## config.mk

```make
export PLATFORM = sky130hd
export DESIGN_NAME = usr_status
export DESIGN_NICKNAME = d
export VERILOG_FILES = /design/src/hdl/usr_status.v /design/src/hdl/usr_sync.v
export VERILOG_INCLUDE_DIRS = /design/src /design/src/hdl
export SDC_FILE = /design/constraint.sdc
export NUM_CORES = 1
export LEC_CHECK = 0
export ABC_CLOCK_PERIOD_IN_PS = 1000
export BUFFER_PORTS_ARGS = -buffer_cell sky130_fd_sc_hd__clkbuf_2
export CAP_MARGIN = 40
export CELL_PAD_IN_SITES_DETAIL_PLACEMENT = 1
export CELL_PAD_IN_SITES_GLOBAL_PLACEMENT = 2
export CORE_ASPECT_RATIO = 0.9
export CORE_MARGIN = 4
export CORE_UTILIZATION = 31
export CTS_CLUSTER_DIAMETER = 150
export DETAILED_ROUTE_END_ITERATION = 10
export PLACE_DENSITY_LB_ADDON = 0.3
export REMOVE_ABC_BUFFERS = 1
export SYNTH_ARGS = -nofsm -noshare
export SYNTH_HDL_FRONTEND = slang
export SYNTH_SLANG_ARGS = --single-unit
```

## constraint.sdc

```tcl
create_clock -name mclk -period 1 [get_ports mclk]
set_input_delay 0.1 -clock mclk [delete_from_list [all_inputs] [get_ports mclk]]
set_output_delay 0.1 -clock mclk [all_outputs]
set_load 0.01 [all_outputs]
```

## src/hdl/usr_regs.vh

```
`ifndef USR_REGS_VH
`define USR_REGS_VH
// Status word bit positions
`define USR_BIT_TX_HOLD_EMPTY 7
`define USR_BIT_TX_SHIFT_EMPTY 6
`define USR_BIT_PERIPH_EDGE 5
`define USR_BIT_EXT_LEVEL 4
`define USR_BIT_FRAMING_ERR 3
`define USR_BIT_PARITY_ERR 2
`define USR_BIT_OVERRUN 1
`define USR_BIT_RX_DATA_AVAIL 0
// Reset value: transmit side empty, all else clear
`define USR_STATUS_RESET 8'hC0
`define USR_STATUS_W 8
`endif

```

## src/hdl/usr_status.v

```verilog
`timescale 1ns/1ps
`include "usr_regs.vh"
// Function
// RL1: Eight-bit status word: hold-empty 7, shift-empty 6, edge 5, level 4, errors, data 0.
// RL2: Hold-empty and data-available pins are inverted copies of their bits.
// RL3: Framing error set when stop bit low; refreshed on each holding-register load.
// RL4: Framing error also driven active high on its own pin.
// RL5: One shared pin shows parity error OR overrun error.
// RL6: Overrun set when new character loads while data-available still set.
// RL7: Data-available set once a full character loads into holding register.
// RL8: External-level bit set while external status input is low.
// RL9: Peripheral input falling edge sets edge bit; interrupt low when enabled.
// RL10: Clear input low clears status, interrupt flop and holding register state.
// RL11: Shift-empty set when shift register idle, cleared when a character loads.
module usr_status (
    input wire mclk, // System clock, 100 MHz
    input wire rst_n, // Async reset, active low
    input wire clear_n, // Synchronous clear input, active low
    input wire rx_load, // Pulse: character moved to receive holding register
    input wire rx_stop_bit, // Sampled stop bit level with rx_load
    input wire rx_parity_bad, // Parity check failed, valid with rx_load
    input wire rx_data_read, // Pulse: processor read of receive data
    input wire status_read, // Pulse: processor read of status word
    input wire tx_hold_load, // Pulse: processor wrote holding register
    input wire tx_shift_load, // Pulse: holding moved into shift register
    input wire tx_shift_done, // Pulse: shift register finished last stop bit
    input wire int_enable, // Interrupt enable from control register
    input wire periph_status_in, // Peripheral edge input, async pin
    input wire ext_status_in, // External level input, async pin
    output reg [7:0] status_word, // Status word to receive bus
    output reg tx_hold_empty_n, // Hold-empty pin, active low
    output reg rx_data_avail_n, // Data-available pin, active low
    output reg framing_err_pin, // Framing error pin, active high
    output reg parity_overrun_pin, // Parity or overrun pin, active high
    output reg int_n // Peripheral interrupt, active low
);
    ////////////////////////////////////////////////////////////////////////
    // Input synchronisation
    wire [1:0] pins_s;
    reg periph_prev_q;
    wire periph_fall;

    usr_sync #(
        .W(2)
    ) u_sync (
        .mclk(mclk),
        .rst_n(rst_n),
        .d({periph_status_in, ext_status_in}),
        .rst_val(2'h3),
        .q(pins_s)
    );

    // Edge detect works on the synchronised copy only
    assign periph_fall = periph_prev_q & ~pins_s[1];

    ////////////////////////////////////////////////////////////////////////
    // Status flags
    reg tx_hold_empty_q, tx_shift_empty_q, periph_edge_q, ext_level_q;
    reg framing_err_q, parity_err_q, overrun_q, rx_data_avail_q, int_q;

    // Set-wins flag update; a clear in the same cycle as its event is lost
    function set_wins;
        input cur;
        input set;
        input clr;
        begin
            if (set)
                set_wins = 1'b1;
            else if (clr)
                set_wins = 1'b0;
            else
                set_wins = cur;
        end
    endfunction

    // Previous synchronised peripheral level; tracks the pin even during clear
    always @(posedge mclk or negedge rst_n) begin
        if (!rst_n) begin
            periph_prev_q <= 1'b1;
        end else begin
            periph_prev_q <= pins_s[1];
        end
    end

    // Level input, no latching; three edges behind the pin [RL8]
    always @(posedge mclk or negedge rst_n) begin
        if (!rst_n) begin
            ext_level_q <= 1'b0;
        end else if (!clear_n) begin
            ext_level_q <= 1'b0; // [RL10]
        end else begin
            ext_level_q <= ~pins_s[0]; // [RL8]
        end
    end

    // Hold register empties when moved to shifter; the move beats a new write
    always @(posedge mclk or negedge rst_n) begin
        if (!rst_n) begin
            tx_hold_empty_q <= 1'b1;
        end else if (!clear_n) begin
            tx_hold_empty_q <= 1'b1; // [RL10]
        end else begin
            tx_hold_empty_q <= set_wins(tx_hold_empty_q, tx_shift_load, tx_hold_load);
        end
    end

    // Shift empty follows shifter occupancy; load wins over done [RL11]
    always @(posedge mclk or negedge rst_n) begin
        if (!rst_n) begin
            tx_shift_empty_q <= 1'b1;
        end else if (!clear_n) begin
            tx_shift_empty_q <= 1'b1; // [RL10]
        end else if (tx_shift_load) begin
            tx_shift_empty_q <= 1'b0; // [RL11]
        end else if (tx_shift_done) begin
            tx_shift_empty_q <= 1'b1; // [RL11]
        end
    end

    // Receive side errors refreshed on each load, not sticky [RL3]
    always @(posedge mclk or negedge rst_n) begin
        if (!rst_n) begin
            framing_err_q <= 1'b0;
            parity_err_q <= 1'b0;
        end else if (!clear_n) begin
            framing_err_q <= 1'b0; // [RL10]
            parity_err_q <= 1'b0;
        end else if (rx_load) begin
            framing_err_q <= ~rx_stop_bit; // [RL3]
            parity_err_q <= rx_parity_bad;
        end
    end

    // Overrun looks at the flag before this load; a read in the same cycle is too late
    always @(posedge mclk or negedge rst_n) begin
        if (!rst_n) begin
            overrun_q <= 1'b0;
        end else if (!clear_n) begin
            overrun_q <= 1'b0; // [RL10]
        end else if (rx_load) begin
            overrun_q <= rx_data_avail_q; // [RL6]
        end
    end

    // Data available: load sets, data read clears, load wins [RL7]
    always @(posedge mclk or negedge rst_n) begin
        if (!rst_n) begin
            rx_data_avail_q <= 1'b0;
        end else if (!clear_n) begin
            rx_data_avail_q <= 1'b0; // [RL10]
        end else begin
            rx_data_avail_q <= set_wins(rx_data_avail_q, rx_load, rx_data_read); // [RL7]
        end
    end

    // Edge bit and interrupt: edge sets win over a clearing status read [RL9]
    always @(posedge mclk or negedge rst_n) begin
        if (!rst_n) begin
            periph_edge_q <= 1'b0;
            int_q <= 1'b0;
        end else if (!clear_n) begin
            periph_edge_q <= 1'b0; // [RL10]
            int_q <= 1'b0;
        end else begin
            periph_edge_q <= set_wins(periph_edge_q, periph_fall, status_read); // [RL9]
            int_q <= set_wins(int_q, periph_fall & int_enable, status_read); // [RL9]
        end
    end

    ////////////////////////////////////////////////////////////////////////
    // Registered outputs; one cycle behind the flags, no combinational path
    always @(posedge mclk or negedge rst_n) begin
        if (!rst_n) begin
            status_word <= `USR_STATUS_RESET;
            tx_hold_empty_n <= 1'b0;
            rx_data_avail_n <= 1'b1;
            framing_err_pin <= 1'b0;
            parity_overrun_pin <= 1'b0;
            int_n <= 1'b1;
        end else begin
            status_word[`USR_BIT_TX_HOLD_EMPTY] <= tx_hold_empty_q; // [RL1]
            status_word[`USR_BIT_TX_SHIFT_EMPTY] <= tx_shift_empty_q;
            status_word[`USR_BIT_PERIPH_EDGE] <= periph_edge_q;
            status_word[`USR_BIT_EXT_LEVEL] <= ext_level_q;
            status_word[`USR_BIT_FRAMING_ERR] <= framing_err_q;
            status_word[`USR_BIT_PARITY_ERR] <= parity_err_q;
            status_word[`USR_BIT_OVERRUN] <= overrun_q;
            status_word[`USR_BIT_RX_DATA_AVAIL] <= rx_data_avail_q;
            tx_hold_empty_n <= ~tx_hold_empty_q; // [RL2]
            rx_data_avail_n <= ~rx_data_avail_q; // [RL2] [RL7]
            framing_err_pin <= framing_err_q; // [RL4]
            parity_overrun_pin <= parity_err_q | overrun_q; // [RL5]
            int_n <= ~int_q; // [RL9]
        end
    end
endmodule

```

## src/hdl/usr_sync.v

```verilog
`timescale 1ns/1ps
module usr_sync #(
    parameter W = 2
) (
    input wire mclk, // Clock
    input wire rst_n, // Async reset, active low
    input wire [W-1:0] d, // Asynchronous levels
    input wire [W-1:0] rst_val, // Unused for flops, reset is constant ones
    output reg [W-1:0] q // Synchronised levels
);
    reg [W-1:0] meta_q;

    // Two stages; first stage feeds only the second
    always @(posedge mclk or negedge rst_n) begin
        if (!rst_n) begin
            meta_q <= {W{1'b1}};
            q <= {W{1'b1}};
        end else begin
            meta_q <= d;
            q <= meta_q;
        end
    end
endmodule

```

==> run_results.csv, run 1 <==
group,metric,value,unit
worst_setup_path,crit_type,"flop to primary output",
route,wl_per_cell,12.94,um
timing,setup_viol,4,
power_and_ir_drop,leakagePower,0.5539,nW
cells_and_area,antenna_cells,0,
cells_and_area,finalNonFillerCells,117,
worst_setup_path,path_depth,1,
logic_synthesis,synth_ff_type,"dfrtp_1",
floorplanning,rows,17,
route,vias,509,
cells_and_area,drive_gt1_frac,0.4831,
global_routing,grt_overflow,0,
worst_setup_path,crit_family,"flip-flops",
floorplanning,core,0.002489,sq mm
cells_and_area,reg_top3,"status_word x8, u_sync.meta_q x2, u_sync.q x2",
cts,clkTransAtPathRegs,120,ps
worst_setup_path,crit_slowest_cell,"dfstp_2",
route,final_antenna_net_count,0,
timing,finalHoldViolations,0,
logic_synthesis,ys_seq_area_frac,0.8070,
worst_setup_path,crit_chain,"buf_8",
worst_hold_path,hp-class,"input port to flop",
cells_and_area,regMostFlops,"status_word",
logic_synthesis,ys_warn_count,0,
power_and_ir_drop,finalPower,1.751,mW
timing,finClkSkew,0.6458,ps
place,placedCellCount,106,
cells_and_area,largest_register_ffs,8,
logic_synthesis,syn_inst,52,
worst_setup_path,cp_max_fo,1,
floorplanning,ioPinCount,27,
cts,tritoncts,"built",
flow_run,drv_cap,0,
timing,rsz0062_at_grt,"yes",
floorplanning,dieHeight,56.89,um
power_and_ir_drop,swShare,0.2162,
worst_setup_path,crit_start,"status_word[7]$_DFF_PN1_",
logic_synthesis,syn_area,823.3,sq um
cts,cts_setup_buffers,0,
global_routing,grt_usage,0.09022,
global_routing,grt_max_degree,21,
logic_synthesis,synth-async-reset-ratio,1.000,
cts,cts.sinks,26,
cts,worstSkewPairLatency,310,ps
worst_setup_path,cp_data_required_time,900,ps
worst_setup_path,r2r_setup_slack,150,ps
global_routing,antenna_found_initial,0,
route,firstDrtPassIters,2,
cells_and_area,fill_cells,247,
timing,worstMarginPinSlew,461.0,ps
global_routing,grt_pass1_wl,2490,um
power_and_ir_drop,power.density,1569,mW/mm^2
place,gp_congestion,0.6596,
timing,finalCritPeriodShare,1.065,
cells_and_area,area_growth,35.56,%
power_and_ir_drop,ir_worst_vdd,965.2,uV
cells_and_area,fin_nets,104,
worst_setup_path,arrival,970,ps
power_and_ir_drop,clock_power_share,0.246,
power_and_ir_drop,p_comb_frac,0.098,
floorplanning,die_area,0.003545,sq mm
worst_setup_path,start_kind,"flop",
timing,slew_headroom,0.6927,
worst_setup_path,crit_end,"status_word[7]",
route,vias_per_cell,4.350,
timing,whs,38.09,ps
floorplanning,die_width,62.32,um
timing,drv_slew,0,
timing,layout_setup_ws,-65.48,ps
place,dp_hpwl,1105,um
cts,cts_inserted_buffers,3,
power_and_ir_drop,intPower,1.373,mW
cells_and_area,final_core_util,0.4485,
floorplanning,start_util,0.3308,
place,place_worst_setup_slack,159.5,ps
worst_setup_path,max_stage_delay,560,ps
global_routing,grt_pass1_vias,531,
run_status,status,"finished with violations",
timing,post-route-min-period,1065,ps
power_and_ir_drop,power_frac_seq,0.656,
route,drtIter0Drc,5,
logic_synthesis,syn_avg_cell_area,15.83,sq um
logic_synthesis,synth_seq_cells,26,
logic_synthesis,synthDistinctLibCells,17,
place,port_buffers,26,
worst_setup_path,worst_r2r_endpoint,"tx_hold_empty_q$_DFFE_PN1P_",
timing,clock.fmax,938.5,MHz
worst_setup_path,ff2ff_path_depth,2,
worst_setup_path,critPathBufInv,1,
cts,htree_levels,1,
route,drc,0,
power_and_ir_drop,p_sw,378.6,uW
worst_setup_path,cp-end-kind,"primary output",
cts,root_buffer,"clkbuf_4",
run_status,violations,"negative setup slack",
logic_synthesis,synth_edf_count,0,
route,wirelength,1514,um
worst_setup_path,r2r_start,"tx_hold_empty_q$_DFFE_PN1P_",
cts,clockBufferDepth,2,
==> power by group through the flow <==
stage | clock network (mW) | registers, mW | logic, mW
floorplan | 0 | 1.18 | 0.0322
global route | 0.515 | 1.16 | 0.191
global placement | 0 | 1.16 | 0.140
CTS | 0.461 | 1.15 | 0.164
finish | 0.431 | 1.15 | 0.171
detailed placement | 0 | 1.17 | 0.142
==> cell families after synthesis <==
| family | count (synthesis) | share of synthesized area |
|---|---|---|
| compound gates | 6 | 0.04862 |
| buf+inv | 6 | 0.03343 |
| mux | 2 | 0.02432 |
| simple gates | 12 | 0.08662 |
| flops | 26 | 0.8070 |
==> layout make-up <==
type                       count  area [sq um]  share of cell area
tap                           28         35.03             0.03139
sequential                    26         664.4              0.5953
inverter                       4         15.01             0.01345
timing repair buffer          35         244.0              0.2186
multi-input combinational     20         131.4              0.1177
clock buffer                   4         26.28             0.02354
==> placed cells by master (no fill, tap or decap) <==
cell type,instances
inv_1,4
nand3b_1,1
buf_8,1
o211ai_1,1
nand2b_1,4
a21boi_1,2
o21ai_0,1
buf_4,2
dfstp_2,11
nand2_1,1
clkbuf_4,3
nor2_1,1
o21a_1,1
clkbuf_1,1
dfrtp_1,15
nor2b_1,4
buf_6,3
o21ai_1,1
clkbuf_2,22
mux2i_1,2
or2_2,1
dlygate4sd3_1,7
==> stage by stage <==
step                      TNS [ps]  cell area, sq um
after floorplan                  0             810.8
after global routing        -435.8              1116
final                       -220.8              1116
after CTS                   -362.7              1086
after detailed placement         0             991.0
after global placement           0             991.0
==> cells in the mapped netlist (2+ instances only) <==
cell      number  area, sq um
inv_1          4        15.01
dfrtp_1       15        375.4
nand2b_1       4        25.02
a21boi_1       2        15.01
mux2i_1        2        20.02
dfstp_2       11        289.0
nor2b_1        4        25.02
==> worst min-delay path by stage <==
stage	depth (start not counted)	slack, ps	to	start
finish	3	40	framing_err_q$_DFFE_PN0P_	rx_stop_bit
global placement	1	70	ext_level_q$_DFF_PN0_	rst_n
detailed placement	1	80	status_word[4]$_DFF_PN0_	rst_n
floorplan	0	-200	ext_level_q$_DFF_PN0_	rst_n
CTS	3	10	tx_shift_empty_q$_DFFE_PN1P_	tx_shift_done
global route	3	30	framing_err_q$_DFFE_PN0P_	rx_stop_bit
==> layer usage <==
metal | global-route usage | routed length, um | part of all wire | up-vias
met5 | 0 | 0 | 0 | -
met4 | 0 | 0 | 0 | 0
met3 | 0.06200 | 174 | 0.11 | 0
met2 | 0.1464 | 757 | 0.50 | 23
met1 | 0.1049 | 582 | 0.38 | 252
li1 | - | - | - | 234
==> timing repair <==
item | 4_1_cts | 5_1_grt
gates resized for setup | 1 | 7
hold endpoints to repair | 12 | 1
setup endpoints to repair | 4 | 5
gates cloned | 0 | 0
hold buffers | 6 | 1
(Power assumes the default switching activity.)
==> inputs of run 2 (changes only) <==
--- a/config.mk
+++ b/config.mk
@@ -20,4 +20,5 @@
 export REMOVE_ABC_BUFFERS = 1
 export SYNTH_ARGS = -nofsm -noshare
 export SYNTH_HDL_FRONTEND = slang
+export SYNTH_HIERARCHICAL = 1
 export SYNTH_SLANG_ARGS = --single-unit
==> run_results.csv, run 2 <==
group,metric,value,unit
cts,clkTransAtPathRegs,130,ps
cells_and_area,drive_gt1_frac,0.4886,
cells_and_area,layout_common_cells,"clkbuf_2 (22), dfrtp_1 (15), dfstp_2 (11)",
global_routing,grt_pass1_wl,2780,um
route,firstDrtPassIters,3,
flow_run,drv_cap,0,
run_status,violations,"negative setup slack",
worst_setup_path,critPathBufInv,1,
timing,setup_viol,4,
logic_synthesis,syn_area,823.3,sq um
place,dp_hpwl,1134,um
timing,layout_setup_ws,-53.98,ps
cells_and_area,final_common_cell,"clkbuf_2",
power_and_ir_drop,finalPower,1.747,mW
timing,worstMarginPinSlew,439.4,ps
cells_and_area,regMostFlops,"status_word",
cts,cts.sinks,26,
worst_setup_path,start_kind,"flop",
worst_setup_path,worst_r2r_endpoint,"int_q$_DFFE_PN0P_",
logic_synthesis,syn_inst,52,
cts,clockBufferDepth,2,
power_and_ir_drop,leakagePower,0.5481,nW
route,drc,0,
timing,finalHoldViolations,0,
route,vias_per_cell,4.302,
timing,finalCritPeriodShare,1.054,
cells_and_area,seq_area,664.4,sq um
worst_setup_path,arrival,950,ps
route,vias,499,
cells_and_area,antenna_cells,0,
cts,cts_setup_buffers,0,
run_status,status,"finished with violations",
global_routing,grt_usage,0.09983,
power_and_ir_drop,power.density,1585,mW/mm^2
cells_and_area,finalNonFillerCells,116,
floorplanning,dieHeight,56.89,um
global_routing,grt_max_degree,19,
floorplanning,start_util,0.3308,
worst_setup_path,r2r_start,"u_sync/q[1]$_DFF_PN1_",
place,port_buffers,26,
timing,clock.fmax,948.8,MHz
cells_and_area,multi_input_area,131.4,sq um
place,gp_congestion,0.6452,
timing,post-route-min-period,1054,ps
worst_setup_path,r2r_setup_slack,180,ps
timing,drv_slew,0,
logic_synthesis,ys_warn_count,6,
worst_setup_path,crit_family,"flip-flops",
worst_setup_path,crit_chain,"buf_6",
global_routing,grt_pass1_vias,566,
floorplanning,ioPinCount,27,
timing,slew_headroom,0.7071,
logic_synthesis,syn_avg_cell_area,15.83,sq um
place,placedCellCount,106,
worst_setup_path,crit_start,"rx_data_avail_n$_DFF_PN1_",
worst_hold_path,hp-class,"input port to flop",
floorplanning,die_width,62.32,um
timing,finalSetupTns,-185.3,ps
worst_setup_path,crit_type,"flop to primary output",
power_and_ir_drop,ir_worst_vdd,876.1,uV
global_routing,grt_overflow,0,
worst_setup_path,cp_data_required_time,900,ps
worst_setup_path,cp-end-kind,"primary output",
global_routing,antenna_found_initial,0,
cts,worstSkewPairLatency,310,ps
floorplanning,core,0.002489,sq mm
worst_setup_path,ff2ff_path_depth,2,
worst_setup_path,crit_end,"rx_data_avail_n",
route,wl_per_cell,12.97,um
timing,rsz0062_at_grt,"yes",
cells_and_area,design_area,0.001102,sq mm
floorplanning,die_area,0.003545,sq mm
cells_and_area,fin_nets,103,
worst_setup_path,cp_max_fo,1,
worst_setup_path,path_depth,1,
route,final_antenna_net_count,0,
cts,htree_levels,1,
place,place_worst_setup_slack,166.4,ps
cts,root_buffer,"clkbuf_4",
place,post_dp_cell_area,991.0,sq um
cts,tritoncts,"built",
timing,finClkSkew,13.90,ps
cells_and_area,fill_cells,274,
worst_setup_path,max_stage_delay,550,ps
cells_and_area,reg_top3,"status_word x8, u_sync/meta_q x2, u_sync/q x2",
cts,cts_inserted_buffers,3,
worst_hold_path,hold_depth,3,
floorplanning,rows,17,
cells_and_area,largest_register_ffs,8,
worst_setup_path,crit_slowest_cell,"dfstp_2",
cells_and_area,area_growth,33.89,%
route,wirelength,1504,um
route,drtIter0Drc,8,
-- run 2: final cells by class --
class / instances / share of cell area
Clock buffer: 4 / 0.02384
Inverter: 4 / 0.01362
Multi-Input combinational cell: 20 / 0.1192
Sequential cell: 26 / 0.6027
Tap cell: 28 / 0.03178
Timing Repair Buffer: 34 / 0.2089
-- run 2: repair_timing --
| item | in CTS | in global routing |
|---|---|---|
| endpoints found under the setup margin | 4 | 6 |
| endpoints found under the hold margin | 10 | 0 |
| gates resized for setup | 0 | 9 |
| hold buffers | 6 | 0 |
-- run 2: worst min path at each step --
| stage | from | endpoint | slack [ps] |
|---|---|---|---|
| after floorplan | rst_n | ext_level_q$_DFF_PN0_ | -200 |
| after global placement | rst_n | status_word[4]$_DFF_PN0_ | 50 |
| after detailed placement | rst_n | status_word[4]$_DFF_PN0_ | 60 |
| after CTS | tx_shift_done | tx_shift_empty_q$_DFFE_PN1P_ | 10 |
| after global routing | tx_shift_done | tx_shift_empty_q$_DFFE_PN1P_ | 20 |
| final | tx_shift_done | tx_shift_empty_q$_DFFE_PN1P_ | 30 |
-- run 2: where the power goes --
group	total [mW]	internal, mW	switching (mW)
sequential	1.15	1.12	0.0231
clock	0.433	0.156	0.277
combinational	0.167	0.0883	0.0785
total	1.75	1.37	0.379
-- run 2: routing by layer --
metal,part of all wire,track usage,vias up
li1,-,-,234
met4,0,0.009091,0
met5,0,0,-
met2,0.50,0.1568,22
met1,0.38,0.1247,243
met3,0.12,0.05600,0
-- run 2: through the flow --
step | util | hold slack, ps
final | 0.4429 | 31.92
after global routing | 0.4429 | 22.18
after CTS | 0.4329 | 13.89
after detailed placement | 0.3982 | 56.90
after global placement | 0.3982 | 46.24
after floorplan | - | -195.6
-- run 2: tightest hold or removal path, cell delays in order --
cell	delay, ps
clkbuf_2	80
nor2_1	80
o21ai_0	70
==> inputs of run 3 (changes only) <==
--- a/config.mk
+++ b/config.mk
@@ -8,10 +8,8 @@
 export LEC_CHECK = 0
 export ABC_CLOCK_PERIOD_IN_PS = 1000
 export BUFFER_PORTS_ARGS = -buffer_cell sky130_fd_sc_hd__clkbuf_2
-export CAP_MARGIN = 40
 export CELL_PAD_IN_SITES_DETAIL_PLACEMENT = 1
 export CELL_PAD_IN_SITES_GLOBAL_PLACEMENT = 2
-export CORE_ASPECT_RATIO = 0.9
 export CORE_MARGIN = 4
 export CORE_UTILIZATION = 31
 export CTS_CLUSTER_DIAMETER = 150
==> run_results.csv, run 3 (synthesis gave the netlist of run 2 again) <==
group,metric,value,unit
worst_setup_path,arrival,960,ps
global_routing,grt_overflow,0,
run_status,status,"finished with violations",
timing,layout_setup_ws,-60.24,ps
run_status,violations,"negative setup slack",
global_routing,grt_usage,0.09161,
cells_and_area,regMostFlops,"status_word",
place,place_worst_setup_slack,175.3,ps
route,vias,499,
route,final_antenna_net_count,0,
timing,setup_viol,4,
cts,worstSkewPairLatency,310,ps
timing,slew_headroom,0.7984,
route,wirelength,1357,um
floorplanning,start_util,0.3293,
floorplanning,dieHeight,59.54,um
worst_setup_path,crit_slowest_cell,"dfstp_2",
cells_and_area,final_common_cell,"clkbuf_2",
cts,tritoncts,"built",
power_and_ir_drop,power.density,1635,mW/mm^2
worst_hold_path,hp-class,"input port to flop",
global_routing,grt_max_degree,27,
route,firstDrtPassIters,2,
timing,drv_slew,0,
cts,cts_setup_buffers,0,
place,dp_hpwl,970.3,um
cells_and_area,fin_nets,102,
floorplanning,rows,18,
timing,worstMarginPinSlew,302.4,ps
worst_hold_path,hold_depth,3,
worst_setup_path,crit_chain,"buf_6",
route,drtIter0Drc,1,
global_routing,grt_pass1_vias,517,
timing,post-route-min-period,1060,ps
timing,rsz0062_at_grt,"yes",
cts,cts_inserted_buffers,3,
place,gp_congestion,0.6152,
cts,htree_levels,1,
power_and_ir_drop,leakagePower,0.5493,nW
worst_hold_path,holdPathEnd,"tx_shift_empty_q$_DFFE_PN1P_",
floorplanning,core,0.002500,sq mm
cts,cts.sinks,26,
worst_setup_path,cp-end-kind,"primary output",
worst_setup_path,r2r_start,"u_sync/q[1]$_DFF_PN1_",
floorplanning,die_width,59.54,um
place,port_buffers,26,
worst_setup_path,worst_r2r_endpoint,"int_q$_DFFE_PN0P_",
route,wl_per_cell,11.60,um
cts,clkTransAtPathRegs,130,ps
global_routing,grt_pass1_wl,2277,um
timing,finalHoldViolations,0,
cells_and_area,area_growth,34.50,%
cells_and_area,drive_gt1_frac,0.4943,
worst_setup_path,cp_max_fo,1,
power_and_ir_drop,ir_worst_vdd,866.1,uV
cts,clockBufferDepth,2,
worst_setup_path,start_kind,"flop",
worst_setup_path,crit_type,"flop to primary output",
route,drc,0,
worst_setup_path,cp_data_required_time,900,ps
cts,root_buffer,"clkbuf_4",
cells_and_area,largest_register_ffs,8,
cells_and_area,layout_common_cells,"clkbuf_2 (22), dfrtp_1 (15), dfstp_2 (11)",
cells_and_area,reg_top3,"status_word x8, u_sync/meta_q x2, u_sync/q x2",
timing,whs,20.66,ps
worst_hold_path,worstHoldStart,"tx_shift_done",
worst_setup_path,max_stage_delay,560,ps
worst_setup_path,crit_family,"flip-flops",
timing,finalCritPeriodShare,1.060,
cells_and_area,antenna_cells,0,
timing,clock.fmax,943.2,MHz
global_routing,antenna_found_initial,0,
worst_setup_path,r2r_setup_slack,160,ps
route,vias_per_cell,4.265,
worst_setup_path,ff2ff_path_depth,2,
floorplanning,die_area,0.003544,sq mm
flow_run,drv_cap,0,
worst_setup_path,critPathBufInv,1,
floorplanning,ioPinCount,27,
timing,finClkSkew,2.739,ps
==> run 3: changes by cell type in the layout (fill, tap and decap cells not counted), sizes merged <==
cell  previous run  this run
buf              6         5
==> run 3: stage by stage <==
step                      TNS, ps    util  instances  area [sq um]  power, mW
after global placement          0  0.3944        107         985.9      1.299
after floorplan                 0       -         50         810.8      1.209
after CTS                  -360.0  0.4329        117          1082      1.839
final                      -201.0  0.4429        117          1107      1.810
after detailed placement        0  0.3944        107         985.9      1.304
after global routing       -387.8  0.4429        117          1107      1.916
==> run 3: power breakdown <==
group	switching, mW	internal, mW
Clock	0.280	0.222
Sequential	0.0230	1.12
Combinational	0.0741	0.0859
==> run 3: area by class of cell <==
class,count,area [sq um]
Fill cell,265,1393
Sequential cell,26,664.4
Timing Repair Buffer,33,222.7
Multi-Input combinational cell,20,131.4
Tap cell,30,37.54
Clock buffer,4,36.28
Inverter,4,15.01
==> run 3: routing by layer <==
metal  GRT usage  wire length [um]  vias to the layer above  share of wire
met5           0                 0                        -              0
met4     0.07595                40                        0          0.029
met3     0.01961                84                        4          0.062
met2      0.1466               726                       15           0.54
met1      0.1033               505                      249           0.37
li1            -                 -                      231              -
==> run 3: what timing repair did <==
| item | CTS | global route |
|---|---|---|
| resized for setup | 0 | 8 |
| hold endpoints to repair | 20 | 0 |
| endpoints found under the setup margin | 4 | 4 |
| hold buffers | 6 | 0 |
==> run 3: worst max path at each step <==
stage	startpoint	endpoint	slack [ps]	cells after the start
after floorplan	u_sync/q[1]$_DFF_PN1_	int_q$_DFFE_PN0P_	210	2
after global placement	u_sync/q[1]$_DFF_PN1_	int_q$_DFFE_PN0P_	200	2
after detailed placement	u_sync/q[1]$_DFF_PN1_	int_q$_DFFE_PN0P_	180	2
after CTS	status_word[6]$_DFF_PN1_	status_word[6]	-100	1
after global routing	status_word[7]$_DFF_PN1_	status_word[7]	-110	1
final	status_word[7]$_DFF_PN1_	status_word[7]	-60	1
